===== config.mk =====
export PLATFORM = sky130hd
export DESIGN_NAME = pllc_top
export DESIGN_NICKNAME = d
export VERILOG_FILES = /design/src/rtl/pllc_pkg.sv /design/src/rtl/pllc_ahb_front.sv /design/src/rtl/pllc_lockup_timer.sv /design/src/rtl/pllc_top.sv
export SDC_FILE = /design/constraint.sdc
export NUM_CORES = 1
export LEC_CHECK = 0
export ABC_AREA = 0
export BUFFER_PORTS_ARGS = -buffer_cell sky130_fd_sc_hd__buf_2
export CORE_ASPECT_RATIO = 0.9
export CORE_UTILIZATION = 53
export CTS_CLUSTER_SIZE = 8
export DETAILED_ROUTE_END_ITERATION = 6
export GPL_ROUTABILITY_DRIVEN = 0
export PLACE_DENSITY = 0.85
export SLEW_MARGIN = 10
export SYNTH_ARGS = -nofsm -noshare
export SYNTH_HDL_FRONTEND = slang
export SYNTH_HIERARCHICAL = 1
export SYNTH_SLANG_ARGS = --single-unit

===== constraint.sdc =====
create_clock -name mclk_in -period 4.9 [get_ports mclk_in]
set_input_delay 0.245 -clock mclk_in [delete_from_list [all_inputs] [get_ports mclk_in]]
set_output_delay 0.245 -clock mclk_in [all_outputs]
set_load 0.05 [all_outputs]

===== src/rtl/pllc_pkg.sv =====
// Purpose: Shared constants and types for the PLL lock supervision block.
// Assumes: The main oscillator clock is the block clock; 8-bit registers sit in word lanes.
// Notes: Register offsets are full AHB byte addresses.
package pllc_pkg;

    // ----------------------------------------------------------------
    // Register map
    // ----------------------------------------------------------------
    localparam logic [31:0] PLLC_ADDR_LOCK = 32'hfffff824;
    localparam logic [31:0] PLLC_ADDR_LOCKUP_SEL = 32'hfffff828;
    localparam logic [31:0] PLLC_ADDR_CONTROL = 32'hfffff82c;
    localparam logic [31:0] PLLC_ADDR_PCC = 32'hfffff830;

    localparam logic [7:0] PLLC_LOCK_RST = 8'h01;
    localparam logic [7:0] PLLC_SEL_RST = 8'h03;
    localparam logic [7:0] PLLC_CTRL_RST = 8'h01;
    localparam logic [7:0] PLLC_PCC_RST = 8'h00;

    localparam int PLLC_BIT_ENABLE = 0;
    localparam int PLLC_BIT_CLKSEL = 1;
    localparam int PLLC_BIT_SUBCLK = 0;
    localparam int PLLC_BIT_MCKSTOP = 1;
    localparam int PLLC_SEL_W = 2;
    localparam int PLLC_REG_W = 8;

    // ----------------------------------------------------------------
    // Bus encodings
    // ----------------------------------------------------------------
    localparam logic [1:0] PLLC_HTRANS_NONSEQ = 2'h2;
    localparam logic [2:0] PLLC_HSIZE_BYTE = 3'h0;
    localparam logic [2:0] PLLC_HSIZE_HALF = 3'h1;
    localparam logic [2:0] PLLC_HSIZE_WORD = 3'h2;

    // ----------------------------------------------------------------
    // Lockup timing
    // ----------------------------------------------------------------
    localparam int PLLC_CNT_W = 14;
    localparam int PLLC_LOCKUP_BASE = 1024;

    typedef enum logic [2:0] {
        PLLC_ST_OSC_WAIT = 3'b000,
        PLLC_ST_OFF = 3'b001,
        PLLC_ST_COUNT = 3'b010,
        PLLC_ST_LOCKED = 3'b011,
        PLLC_ST_SUBCLK = 3'b100,
        PLLC_ST_STANDBY = 3'b101
    } pllc_state_t;

    typedef struct packed {
        logic [31:0] addr;
        logic write;
        logic lane0;
    } pllc_req_t;

endpackage


===== src/rtl/pllc_ahb_front.sv =====
// Purpose: AHB-Lite address phase capture for the PLL lock block.
// Assumes: Single slave, so hready_in is this slave's own hreadyout.
// Notes: Reads take one wait state so a read always sees a prior write.
`timescale 1ns/1ps
`default_nettype none
module pllc_ahb_front
    import pllc_pkg::*;
(
    input wire logic mclk_in,
    input wire logic rst_in,
    input wire logic hsel_in,
    input wire logic [31:0] haddr_in,
    input wire logic [1:0] htrans_in,
    input wire logic hwrite_in,
    input wire logic [2:0] hsize_in,
    input wire logic hready_in,
    output pllc_req_t req_out,
    output logic wr_stb_out,
    output logic rd_stb_out,
    output logic hreadyout_out
);
    logic wr_q;
    logic rd_q;
    wire accept = hsel_in && (htrans_in == PLLC_HTRANS_NONSEQ) && hready_in;
    // Only lane 0 carries the 8-bit registers; narrower writes elsewhere are dropped.
    wire lane0 = (hsize_in == PLLC_HSIZE_WORD)
        || ((hsize_in == PLLC_HSIZE_HALF) && !haddr_in[1])
        || ((hsize_in == PLLC_HSIZE_BYTE) && (haddr_in[1:0] == 2'h0));

    always_ff @(posedge mclk_in) begin
        if (rst_in) begin
            wr_q <= 1'b0;
            rd_q <= 1'b0;
            hreadyout_out <= 1'b1;
            req_out <= '0;
        end else begin
            wr_q <= accept && hwrite_in;
            rd_q <= accept && !hwrite_in;
            hreadyout_out <= !(accept && !hwrite_in);
            if (accept) begin
                req_out <= '{addr: haddr_in, write: hwrite_in, lane0: lane0};
            end
        end
    end

    assign wr_stb_out = wr_q && req_out.lane0;
    assign rd_stb_out = rd_q;
endmodule
`default_nettype wire


===== src/rtl/pllc_lockup_timer.sv =====
// Purpose: Counts the selected lockup interval in main oscillator cycles.
// Assumes: run_in stays high from the start of the interval until expiry.
// Notes: Dropping run_in discards the partial count.
`timescale 1ns/1ps
`default_nettype none
module pllc_lockup_timer
    import pllc_pkg::*;
#(
    parameter int unsigned BASE_CYCLES = PLLC_LOCKUP_BASE
) (
    input wire logic mclk_in,
    input wire logic rst_in,
    input wire logic run_in,
    input wire logic [PLLC_SEL_W-1:0] sel_in,
    output logic expired_out
);
    logic [PLLC_CNT_W-1:0] cnt_q;
    wire [PLLC_CNT_W-1:0] target = PLLC_CNT_W'(BASE_CYCLES) << sel_in;
    wire [PLLC_CNT_W-1:0] target_m1 = target - PLLC_CNT_W'(1);

    always_ff @(posedge mclk_in) begin
        if (rst_in || !run_in) begin
            cnt_q <= '0;
        end else begin
            cnt_q <= cnt_q + PLLC_CNT_W'(1);
        end
    end

    assign expired_out = run_in && (cnt_q == target_m1);
endmodule
`default_nettype wire


===== src/rtl/pllc_top.sv =====
// Purpose: PLL lock supervision with control, lockup select and lock status registers.
// Assumes: Standby requests and the oscillation-settled pulse come from logic on mclk_in.
// Notes: The PLL run and clock select outputs are the effective controls, not raw bits.
`timescale 1ns/1ps
`default_nettype none
// Behaviour
// - lock flag zero locked, one unlocked
// - lock status register is read-only byte
// - reset sets flag, cleared after oscillation settles
// - deep idle or stop sets unlocked
// - clearing PLL enable sets unlocked
// - subclock plus main stop sets unlocked
// - enable rising times lockup, then locked
// - lockup select picks 2^10..2^13, reset three
// - after reset enable one, select zero
// - standby stops PLL, exit restores state
// - light idle keeps PLL running
// - clock select one accepted only when locked
// - control resets to 01, two bits used
module pllc_top
    import pllc_pkg::*;
#(
    parameter int unsigned LOCKUP_BASE_CYCLES = PLLC_LOCKUP_BASE
) (
    input wire logic mclk_in,
    input wire logic rst_in,
    input wire logic hsel_in,
    input wire logic [31:0] haddr_in,
    input wire logic [1:0] htrans_in,
    input wire logic hwrite_in,
    input wire logic [2:0] hsize_in,
    input wire logic [31:0] hwdata_in,
    input wire logic hready_in,
    output logic [31:0] hrdata_out,
    output logic hreadyout_out,
    output logic hresp_out,
    input wire logic deep_idle_in,
    input wire logic stop_mode_in,
    input wire logic osc_stab_done_in,
    output logic pll_run_out,
    output logic pll_clk_sel_out,
    output logic pll_unlocked_out
);

    // ----------------------------------------------------------------
    // Bus front end
    // ----------------------------------------------------------------
    pllc_req_t req;
    logic wr_stb;
    logic rd_stb;

    pllc_ahb_front u_front (
        .mclk_in(mclk_in),
        .rst_in(rst_in),
        .hsel_in(hsel_in),
        .haddr_in(haddr_in),
        .htrans_in(htrans_in),
        .hwrite_in(hwrite_in),
        .hsize_in(hsize_in),
        .hready_in(hready_in),
        .req_out(req),
        .wr_stb_out(wr_stb),
        .rd_stb_out(rd_stb),
        .hreadyout_out(hreadyout_out)
    );

    // ----------------------------------------------------------------
    // Registers and decode
    // ----------------------------------------------------------------
    logic enable_q;
    logic clksel_q;
    logic [PLLC_SEL_W-1:0] sel_q;
    logic subclk_q;
    logic mckstop_q;
    logic [31:0] hrdata_q;
    logic hresp_q;
    pllc_state_t state_q;
    pllc_state_t state_d;
    logic expired;

    wire hit_lock = (req.addr == PLLC_ADDR_LOCK);
    wire hit_sel = (req.addr == PLLC_ADDR_LOCKUP_SEL);
    wire hit_ctrl = (req.addr == PLLC_ADDR_CONTROL);
    wire hit_pcc = (req.addr == PLLC_ADDR_PCC);
    wire wr_sel = wr_stb && hit_sel;
    wire wr_ctrl = wr_stb && hit_ctrl;
    wire wr_pcc = wr_stb && hit_pcc;
    wire [7:0] wbyte = hwdata_in[PLLC_REG_W-1:0];
    wire is_locked = (state_q == PLLC_ST_LOCKED);
    // only deep idle and stop count as standby
    wire standby = deep_idle_in || stop_mode_in;
    wire main_stop = subclk_q && mckstop_q;

    wire [7:0] rd_lock = {7'h00, pll_unlocked_out};
    wire [7:0] rd_sel = {6'h00, sel_q};
    wire [7:0] rd_ctrl = {6'h00, clksel_q, enable_q};
    wire [7:0] rd_pcc = {6'h00, mckstop_q, subclk_q};
    // Unmapped addresses read zero and still answer OKAY.
    wire [7:0] rd_byte = hit_lock ? rd_lock :
        hit_sel ? rd_sel :
        hit_ctrl ? rd_ctrl :
        hit_pcc ? rd_pcc : 8'h00;

    always_ff @(posedge mclk_in) begin
        if (rst_in) begin
            enable_q <= PLLC_CTRL_RST[PLLC_BIT_ENABLE];
            clksel_q <= PLLC_CTRL_RST[PLLC_BIT_CLKSEL];
        end else if (wr_ctrl) begin
            enable_q <= wbyte[PLLC_BIT_ENABLE];
            clksel_q <= wbyte[PLLC_BIT_CLKSEL] && is_locked;
        end
    end

    always_ff @(posedge mclk_in) begin
        if (rst_in) begin
            sel_q <= PLLC_SEL_RST[PLLC_SEL_W-1:0];
        end else if (wr_sel) begin
            sel_q <= wbyte[PLLC_SEL_W-1:0];
        end
    end

    always_ff @(posedge mclk_in) begin
        if (rst_in) begin
            subclk_q <= PLLC_PCC_RST[PLLC_BIT_SUBCLK];
            mckstop_q <= PLLC_PCC_RST[PLLC_BIT_MCKSTOP];
        end else if (wr_pcc) begin
            subclk_q <= wbyte[PLLC_BIT_SUBCLK];
            mckstop_q <= wbyte[PLLC_BIT_MCKSTOP];
        end
    end

    // lock status has no write path
    always_ff @(posedge mclk_in) begin
        if (rst_in) begin
            hrdata_q <= '0;
            hresp_q <= 1'b0;
        end else if (rd_stb) begin
            hrdata_q <= {24'h000000, rd_byte};
        end
    end

    // ----------------------------------------------------------------
    // Lock supervision
    // ----------------------------------------------------------------
    pllc_lockup_timer #(
        .BASE_CYCLES(LOCKUP_BASE_CYCLES)
    ) u_timer (
        .mclk_in(mclk_in),
        .rst_in(rst_in),
        .run_in(state_q == PLLC_ST_COUNT),
        .sel_in(sel_q),
        .expired_out(expired)
    );

    always_comb begin
        state_d = state_q;
        unique case (state_q)
            PLLC_ST_OSC_WAIT: begin
                if (osc_stab_done_in) begin
                    state_d = enable_q ? PLLC_ST_LOCKED : PLLC_ST_OFF;
                end
            end
            PLLC_ST_OFF: begin
                if (enable_q) begin
                    state_d = PLLC_ST_COUNT;
                end
            end
            PLLC_ST_COUNT: begin
                if (expired) begin
                    state_d = PLLC_ST_LOCKED;
                end
            end
            PLLC_ST_LOCKED: begin
                state_d = PLLC_ST_LOCKED;
            end
            PLLC_ST_SUBCLK: begin
                if (!main_stop) begin
                    state_d = enable_q ? PLLC_ST_COUNT : PLLC_ST_OFF;
                end
            end
            PLLC_ST_STANDBY: begin
                if (!standby) begin
                    state_d = PLLC_ST_OSC_WAIT;
                end
            end
            default: begin
                state_d = PLLC_ST_OSC_WAIT;
            end
        endcase
        if (standby) begin
            state_d = PLLC_ST_STANDBY;
        end else if (main_stop && state_q != PLLC_ST_STANDBY) begin
            state_d = PLLC_ST_SUBCLK;
        end else if (!enable_q && (state_q == PLLC_ST_COUNT || state_q == PLLC_ST_LOCKED)) begin
            state_d = PLLC_ST_OFF;
        end
    end

    always_ff @(posedge mclk_in) begin
        if (rst_in) begin
            state_q <= PLLC_ST_OSC_WAIT;
            pll_unlocked_out <= PLLC_LOCK_RST[0];
            pll_run_out <= 1'b0;
            pll_clk_sel_out <= 1'b0;
        end else begin
            state_q <= state_d;
            pll_unlocked_out <= (state_d != PLLC_ST_LOCKED);
            pll_run_out <= enable_q && (state_d != PLLC_ST_STANDBY)
                && (state_d != PLLC_ST_SUBCLK);
            pll_clk_sel_out <= clksel_q && (state_d == PLLC_ST_LOCKED);
        end
    end

    assign hrdata_out = hrdata_q;
    assign hresp_out = hresp_q;

    logic [PLLC_CNT_W-1:0] hlp_cnt_q;
    wire [PLLC_CNT_W-1:0] hlp_target = PLLC_CNT_W'(LOCKUP_BASE_CYCLES) << sel_q;

    always_ff @(posedge mclk_in) begin
        if (rst_in || state_q != PLLC_ST_COUNT) begin
            hlp_cnt_q <= '0;
        end else begin
            hlp_cnt_q <= hlp_cnt_q + PLLC_CNT_W'(1);
        end
    end
endmodule
`default_nettype wire


======== Word-level counts from Yosys, hierarchy flattened ========
Cells that the tools add are included.
storage, ports and cells
  output and inout bits ................... 37
  register bits ........................... 70
  memories kept ........................... 0
  latch bits .............................. 0
  input bits .............................. 77
  ROM bits ................................ 0
  RAM bits ................................ 0
  logic and storage cells ................. 81
operators by class
  order comparisons ....................... 0
  bitwise gates (word level) .............. 0
  $mul .................................... 0
  div/mod/pow operators ................... 0
  reduce and logical (&&, ||, !) cells .... 31
  $add $sub $neg .......................... 2
  muxes and demuxes ....................... 14
  equal/unequal tests ..................... 17
  shifts and indexed selects .............. 1
operators by type and width
  cell                                                                     count
  32-bit equality test, second input constant                              4
  3-bit two-way mux                                                        7
  1-bit logical AND                                                        18
  3-bit one-hot mux with 5 select lines                                    1
  14-bit by 1-bit adder with 14-bit output, second input constant          1
  14-bit equality test                                                     1
  11-bit by 2-bit left shift with 14-bit output, first input constant      1
  14-bit by 1-bit subtractor with 14-bit output, second input constant     1
  3-bit by 2-bit equality test with 1-bit output, second input constant    4
  2-bit two-way mux                                                        6
  3-bit inequality test, second input constant                             3
  3-bit by 1-bit equality test with 1-bit output, second input constant    2
  3-bit zero test                                                          2
  1-bit zero test                                                          5
  1-bit logical OR                                                         5
  3-bit equality test, second input constant                               1
  3-bit by 2-bit inequality test with 1-bit output, second input constant  1
  2-bit equality test, second input constant                               1
  2-bit zero test                                                          1

======== Depth between registers and ports, before layout ========
Gate-level depths: netlist of the first run.
  depth in word-level cells ............... 12
  depth in mapped cells ................... 8
  depth with buffers taken out ............ 8

======== Cells and area by module ========
The synthesis of the first run kept the hierarchy.
by module, submodules not included
  module             seq. area each (µm²)  cells each  times used  area each (µm²)
  pllc_ahb_front     740.7                 159         1           1,356.3
  pllc_top           280.3                 121         1           1,061.0
  pllc_lockup_timer  280.3                 78          1           689.4

======== Least setup slack after synthesis of the first run ========
Ideal clock, no wire load.
  kind .................................... register -> register
  from .................................... reg u_timer.cnt_q[0]
  to ...................................... reg pll_unlocked_out
  cell stages (with the launch flop) ...... 9
  slack ................................... 2,543 ps
  library setup time ...................... 132 ps
  data required time ...................... 4,768 ps
  clock period less this slack ............ 2,357 ps
  arrival time ............................ 2,225 ps
  cell sequence ........................... dfxtp_1 -> ha_1 -> nand2_1 -> or3_1 -> a2111oi_2 -> nor2_1 -> mux2_2 -> a211oi_1 -> o21ai_0
between the ends
  cells in the longest elaborated chain, start to end .. 8
RTL lines
  what                                              line                     RTL
  start: declaration                                pllc_lockup_timer.sv:17  logic [PLLC_CNT_W-1:0] cnt_q;
  start signal: assignment                          pllc_lockup_timer.sv:25  cnt_q <= cnt_q + PLLC_CNT_W'(1);
  14-bit equality test                              pllc_lockup_timer.sv:29  assign expired_out = run_in && (cnt_q == target_m1);
  1-bit logical AND                                 pllc_lockup_timer.sv:29
  named net expired                                 pllc_top.sv:79           logic expired;
  3-bit two-way mux                                 pllc_top.sv:169          if (expired) begin
  3-bit one-hot mux with 5 select lines             pllc_top.sv:157          unique case (state_q)
  3-bit two-way mux                                 pllc_top.sv:194          end else if (!enable_q && (state_q == PLLC_ST_COUNT || state_q == PLLC_ST_LOCKED)) begin
  3-bit two-way mux                                 pllc_top.sv:192          end else if (main_stop && state_q != PLLC_ST_STANDBY) begin
  3-bit two-way mux                                 pllc_top.sv:190          if (standby) begin
  3-bit by 2-bit inequality test with 1-bit output  pllc_top.sv:207          pll_unlocked_out <= (state_d != PLLC_ST_LOCKED);
  end signal: assignment                            pllc_top.sv:202          pll_unlocked_out <= PLLC_LOCK_RST[0];
  end signal: assignment                            pllc_top.sv:207
  end: declaration                                  pllc_top.sv:42           output logic pll_unlocked_out
The timed path passes the listed nets, and every way through them passes these cells.
A chain may end at the register's enable or synchronous reset.

======== Worst setup path in the final report of the first run ========
Same ends and word-level chain as after synthesis.

==> metrics.log, run 1 <==
INFO  metric clock_network_latency_to_the_later_pin_of_the_worst_skew_pair = 0.33 ns
INFO  metric grt-ovfl-total = 0
INFO  metric max_stage_delay = 0.45 ns
INFO  metric post_cts_buffers = 0
INFO  metric crit_path_top_delay_cell = dfxtp_1
INFO  metric initialDrtViolationCount = 193
INFO  metric crit_chain = ha_1 -> nand2_1 -> or3_1 -> a2111oi_2 -> nor2_1 -> mux2_2 -> a211oi_1 -> o21ai_0
INFO  metric grt_max_degree = 56
INFO  metric floorplan.core_area = 0.00541 mm2
INFO  metric cts_root_buffer_type = clkbuf_8
INFO  metric path_clk_slew = 0.07 ns
INFO  metric most-common-layout-cells = nand2_1, dfxtp_1, buf_2
INFO  metric syn-mean-instance-area = 8.68 um2
INFO  metric detailed_place_hpwl = 4050 um
INFO  metric number_of_max_slew_violations_in_the_final_report = 0
INFO  metric ctsHoldBuffers = 0
INFO  metric numCtsBuffers = 9
INFO  metric leading_cell_type_in_the_layout_fill_and_taps_excluded = nand2_1
INFO  metric cellLeakagePower = 1.31 nW
INFO  metric dr.pass1.iters = 4
INFO  metric intPower = 827 uW
INFO  metric vias_per_cell = 5.23
INFO  metric std_cell_rows = 25
INFO  metric die_width = 82.3 um
INFO  metric worstReg2RegEnd = pll_unlocked_out
INFO  metric critPathLaunchType = register
INFO  metric setup_total_negative_slack = 0 ns
INFO  metric routed_length_per_instance = 12.2 um
INFO  metric r2r.worst_path.cells = 8
INFO  metric comb_power_share = 9.9%
INFO  metric rr_startpoint = u_timer/cnt_q[0]
INFO  metric rsz0062_at_grt = no
INFO  metric worst-r2r-setup-slack = 2.23 ns
INFO  metric worst_hold_path_type = input port to register
INFO  metric crit_path_end_kind = register
INFO  metric clock_sinks = 64
INFO  metric vias_in_the_first_global_route = 2165
INFO  metric layout-drive-gt1-share = 22.0%
INFO  metric tightestPinTransition = 1.01 ns
INFO  metric ctsResizeCount = 0
INFO  metric hold_path_startpoint = hsize_in[2]
INFO  metric yosysWarningCount = 6
INFO  metric pwr-share-seq = 48.5%
INFO  metric run_status = complete, no violations
INFO  metric grt_first_pass_wirelength = 9650 um
INFO  metric detail_route.wirelength = 5750 um
INFO  metric timing.critical_path.arrival = 2.88 ns
INFO  metric holdPathEnd = u_front/req_out[0]
INFO  metric switching_power = 274 uW
INFO  metric floorplan.die.height = 74.3 um
INFO  metric netSwitchingFraction = 24.9%
INFO  metric min_path_cells = 2
INFO  metric nets_finish = 479
INFO  metric cts-htree-levels = 3
INFO  metric finalSetupViolations = 0
INFO  metric cts_buffer_depth = 2
INFO  metric max_cap_viol_count = 0
INFO  metric layout_worst_path_cycle_share = 54.5%
INFO  metric post-route-min-period = 2.67 ns
INFO  metric fin_worst_skew = 0.00436 ns
INFO  metric num_antenna_cells = 0
INFO  metric hold_viol = 0
INFO  metric area_grow_syn2layout = 10.4%
INFO  metric peakVddDrop = 0.234 mV
INFO  metric die_area = 0.00611 mm2
INFO  metric syn-cell-area = 0.00307 mm2
INFO  metric maxSlewHeadroom = 32.7%
INFO  metric fmax = 0.374 GHz
INFO  metric drcViolationCount = 0
INFO  metric antenna_found_initial = 0
INFO  metric critPathMaxFanout = 7
INFO  metric postSynthCellCount = 354
INFO  metric ios = 114
INFO  metric grt_usage = 21.0%
INFO  metric post-layout-total-power = 1.10 mW
INFO  metric number_of_port_buffers = 52
INFO  metric vias = 2469
INFO  metric path_delay_family = compound AO/OA/AOI/OAI gates
INFO  metric drt.antenna.violating_nets = 0
INFO  metric start_util = 56.8%
INFO  metric clock_tree_from_tritoncts = done
INFO  metric crit_type = register to register
INFO  metric critPathRequiredTime = 5.10 ns
INFO  metric final_util = 62.7%
INFO  metric power_density = 324 mW/mm2
INFO  metric p_clk_share = 41.5%
INFO  metric cp.buffers_inverters = 0
-- routing by layer --
layer / routed length [um] / vias up / track usage, %
li1: - / 1256 / -
met4: 29 / 0 / 6.43
met2: 2870 / 87 / 35.8
met1: 2570 / 1124 / 24.7
met3: 284 / 2 / 7.24
met5: 0 / - / 0
-- flip-flops by register name, summed over array words and instances, names as in the netlist --
| register | cells |
|---|---|
| u_front/rd_stb_out | 1 |
| subclk_q | 1 |
| mckstop_q | 1 |
| pll_clk_sel_out | 1 |
| pll_run_out | 1 |
| u_front/hreadyout_out | 1 |
| state_q | 3 |
| u_front/wr_q | 1 |
| sel_q | 2 |
| pll_unlocked_out | 1 |
| hrdata_out | 2 |
| u_timer/cnt_q | 14 |
| enable_q | 1 |
| u_front/req_out | 33 |
| clksel_q | 1 |
-- power groups by stage --
stage | logic [mW] | clock network, mW | registers [mW]
after floorplan | 0.103 | 0 | 0.546
after global placement | 0.108 | 0 | 0.545
after detailed placement | 0.109 | 0 | 0.546
after CTS | 0.109 | 0.471 | 0.534
after global routing | 0.119 | 0.495 | 0.535
final | 0.109 | 0.457 | 0.534
-- worst max path at each step --
stage,start,cells past startpoint,endpoint,slack (ns)
after floorplan,u_timer/cnt_q[0],8,pll_unlocked_out,2.54
after global placement,u_timer/cnt_q[0],8,pll_unlocked_out,2.31
after detailed placement,u_timer/cnt_q[0],8,pll_unlocked_out,2.27
after CTS,u_timer/cnt_q[0],8,pll_unlocked_out,2.26
after global routing,u_timer/cnt_q[0],8,pll_unlocked_out,2.00
final,u_timer/cnt_q[0],8,pll_unlocked_out,2.23
-- worst reg2reg max path, delay by kind of cell (launching register included) --
| kind | cells | cell delay, ns |
|---|---|---|
| and+or+nand+nor | 3 | 0.64 |
| AOI/OAI and AO/OA | 3 | 0.85 |
| muxes | 1 | 0.27 |
| DFF | 1 | 0.45 |
| adders and majority gates | 1 | 0.34 |
-- area by class of cell --
type | count | area [um2]
Clock inverter | 3 | 40.0
Multi-Input combinational cell | 270 | 1550
Timing Repair Buffer | 52 | 260
Sequential cell | 64 | 1280
Clock buffer | 12 | 165
Tap cell | 67 | 83.8
Fill cell | 475 | 2020
Inverter | 4 | 15.0
-- per-stage QoR --
| step | hold WS (ns) | cells | setup slack, ns | cell area, um2 |
|---|---|---|---|---|
| 6_report | 0.107 | 472 | 2.23 | 3390 |
| 5_1_grt | 0.0779 | 472 | 2.00 | 3390 |
| 4_1_cts | 0.0853 | 472 | 2.26 | 3390 |
| 3_5_place_dp | 0.445 | 457 | 2.27 | 3190 |
| 3_3_place_gp | 0.438 | 457 | 2.31 | 3190 |
| 2_1_floorplan | 0.318 | 384 | 2.54 | 3190 |
(Power assumes the default switching activity.)
==> run 2, diff against run 1 <==
--- a/config.mk
+++ b/config.mk
@@ -8,11 +8,11 @@
 export ABC_AREA = 0
 export BUFFER_PORTS_ARGS = -buffer_cell sky130_fd_sc_hd__buf_2
 export CORE_ASPECT_RATIO = 0.9
-export CORE_UTILIZATION = 53
+export CORE_UTILIZATION = 49
 export CTS_CLUSTER_SIZE = 8
 export DETAILED_ROUTE_END_ITERATION = 6
 export GPL_ROUTABILITY_DRIVEN = 0
-export PLACE_DENSITY = 0.85
+export PLACE_DENSITY = 0.79
 export SLEW_MARGIN = 10
 export SYNTH_ARGS = -nofsm -noshare
 export SYNTH_HDL_FRONTEND = slang
==> constraint.sdc (replaced) <==
create_clock -name mclk_in -period 2.7 [get_ports mclk_in]
set_input_delay 0.135 -clock mclk_in [delete_from_list [all_inputs] [get_ports mclk_in]]
set_output_delay 0.135 -clock mclk_in [all_outputs]
set_load 0.05 [all_outputs]
==> run 2 against run 1 <==
Register-to-register slack got worse by 2.0 ns. Total power grew 80%. Sequential cell count unchanged. Critical endpoint unchanged. Cell count rose by 2.8%. Via count rose by 1.5%. Count of clock-buffer cells in the layout down 3. First-iteration DRC count down 56%. Worst hold slack worse by 0.093 ns.
==> metrics.log, run 2 (synthesis gave the netlist of run 1 again) <==
INFO  metric drt.antenna.violating_nets = 0 (unchanged)
INFO  metric layout_worst_path_cycle_share = 90.4% (+36 points)
INFO  metric critPathMaxFanout = 6 (-1)
INFO  metric dr.pass1.iters = 5 (+1)
INFO  metric layout.area.seq = 0.00128 mm2 (unchanged)
INFO  metric floorplan.core_area = 0.00586 mm2 (+8.2%)
INFO  metric start_util = 52.5% (-4.3 points)
INFO  metric peakVddDrop = 0.298 mV (+27%)
INFO  metric post-route-min-period = 2.44 ns (-0.230 ns)
INFO  metric max_cap_viol_count = 0 (unchanged)
INFO  metric setup_total_negative_slack = 0 ns (unchanged)
INFO  metric num_antenna_cells = 0 (unchanged)
INFO  metric rr_startpoint = u_timer/cnt_q[1]
INFO  metric die_area = 0.00660 mm2 (+8.0%)
INFO  metric tightestPinTransition = 0.758 ns (-0.250 ns)
INFO  metric timing.critical_path.arrival = 2.66 ns (-0.22 ns)
INFO  metric run_status = complete, no violations
INFO  metric critPathLaunchType = register
INFO  metric initialDrtViolationCount = 85 (-56%)
INFO  metric crit_chain = ha_1 -> nand2_1 -> or3_1 -> a2111oi_2 -> nor2_1 -> mux2_2 -> a211oi_2 -> o21ai_0
INFO  metric hold_path_startpoint = haddr_in[24]
INFO  metric cts-htree-levels = 3 (unchanged)
INFO  metric cellLeakagePower = 1.33 nW (+1.6%)
INFO  metric grt_first_pass_wirelength = 10100 um (+4.2%)
INFO  metric worst_hold_path_type = input port to register
INFO  metric die_width = 85.5 um (+3.9%)
INFO  metric grt-ovfl-total = 0 (unchanged)
INFO  metric critPathRequiredTime = 2.92 ns (-2.18 ns)
INFO  metric vias_in_the_first_global_route = 2287 (+5.6%)
INFO  metric vias_per_cell = 5.16 (-1.3%)
INFO  metric registers.top_by_ff_count = u_front/req_out
INFO  metric crit_path_end_kind = register
INFO  metric post-layout-total-power = 1.99 mW (+80%)
INFO  metric rsz0062_at_grt = no
INFO  metric cts_buffer_depth = 2 (unchanged)
INFO  metric post_cts_buffers = 0 (unchanged)
INFO  metric clock_sinks = 64 (unchanged)
INFO  metric crit_path_top_delay_cell = dfxtp_1
INFO  metric max_ffs_per_register = 33 (unchanged)
INFO  metric most-common-layout-cells = nand2_1, dfxtp_1, buf_2
INFO  metric drcViolationCount = 0 (unchanged)
INFO  metric fin_worst_skew = 0.00894 ns (+0.00458 ns)
INFO  metric detail_route.wirelength = 5940 um (+3.2%)
INFO  metric std_cell_rows = 26 (+4.0%)
INFO  metric area_grow_syn2layout = 12.9%
INFO  metric number_of_port_buffers = 52 (unchanged)
INFO  metric fmax = 0.410 GHz (+9.4%)
INFO  metric vias = 2505 (+1.5%)
INFO  metric detailed_place_hpwl = 4200 um (+3.7%)
INFO  metric path_clk_slew = 0.08 ns (about the same)
INFO  metric multi_input_area = 0.00155 mm2 (+0.32%)
INFO  metric leading_cell_type_in_the_layout_fill_and_taps_excluded = nand2_1
INFO  metric layout-drive-gt1-share = 23.1% (+1.2 points)
INFO  metric hold_viol = 0 (unchanged)
INFO  metric worstSetupStartpoint = u_timer/cnt_q[1]
INFO  metric floorplan.die.height = 77.1 um (+3.9%)
INFO  metric ios = 114 (unchanged)
INFO  metric cts_root_buffer_type = clkbuf_8
INFO  metric routed_length_per_instance = 12.2 um (+0.45%)
INFO  metric clock_network_latency_to_the_later_pin_of_the_worst_skew_pair = 0.35 ns (+0.02 ns)
INFO  metric layout_top_registers = u_front/req_out (33), u_timer/cnt_q (14), state_q (3)
INFO  metric grt_usage = 19.6% (-1.4 points)
INFO  metric nets_finish = 488 (+1.9%)
INFO  metric antenna_found_initial = 0 (unchanged)
INFO  metric numCtsBuffers = 9 (unchanged)
INFO  metric grt_max_degree = 37 (-34%)
INFO  metric clock_tree_from_tritoncts = done
INFO  metric number_of_max_slew_violations_in_the_final_report = 0 (unchanged)
INFO  metric finalSetupViolations = 0 (unchanged)
INFO  metric max_stage_delay = 0.44 ns (about the same)
INFO  metric worst-r2r-setup-slack = 0.26 ns (-1.97 ns)
INFO  metric power_density = 572 mW/mm2 (+76%)
INFO  metric layout.filler_cells = 519 (+9.3%)
INFO  metric final_util = 59.3% (-3.4 points)
INFO  metric maxSlewHeadroom = 49.0% (+16 points)
INFO  metric crit_type = register to register
[run 2: final timing paths]
check                         to  cells past startpoint
max reg2reg     pll_unlocked_out                      8
min reg2reg  u_front/req_out[15]                      2
max             pll_unlocked_out                      8
min          u_front/req_out[26]                      3
[run 2: repair_timing]
| action | in CTS | in global routing |
|---|---|---|
| endpoints found under the hold margin | 3 | 0 |
| hold buffers | 4 | 0 |
| resized for setup | 0 | 1 |
| setup endpoints to repair | 0 | 1 |
[run 2: final cells by class]
| cell class | instances | share of cell area [%] |
|---|---|---|
| Tap cell | 70 | 2.52 |
| Sequential cell | 64 | 36.9 |
| Timing Repair Buffer | 61 | 9.73 |
| Clock buffer | 9 | 3.57 |
| Multi-Input combinational cell | 270 | 44.8 |
| Clock inverter | 7 | 2.09 |
| Inverter | 4 | 0.432 |
[run 2: stage by stage]
step	area (um2)	setup slack, ns	hold WS, ns	cells
floorplan	3190	0.343	0.208	384
global placement	3230	0.298	0.335	465
detailed placement	3230	0.195	0.336	465
CTS	3470	0.155	0.00494	485
global route	3470	0.115	0.00377	485
finish	3470	0.259	0.0134	485
[run 2: power breakdown]
group          switching [mW]  leakage, nW  internal (mW)
logic                   0.153        0.726         0.0538
registers              0.0109        0.518          0.958
clock network           0.388       0.0835          0.423
[run 2: layer usage]
metal  vias to the layer above  GRT usage [%]  wire, um  part of all wire (%)
met5                         -              0         0                     0
met4                         0           10.2       172                   2.9
met3                        15           6.14       252                   4.2
met2                        71           32.2      2760                    47
met1                      1148           22.8      2750                    46
li1                       1271              -         -                     -
[run 2: critical path: cells and delay by family (launching register included)]
kind            cells  cell delay [ns]
compound gates      3             0.81
flops               1             0.44
simple gates        3             0.58
mux                 1             0.29
fa+ha+maj           1             0.20
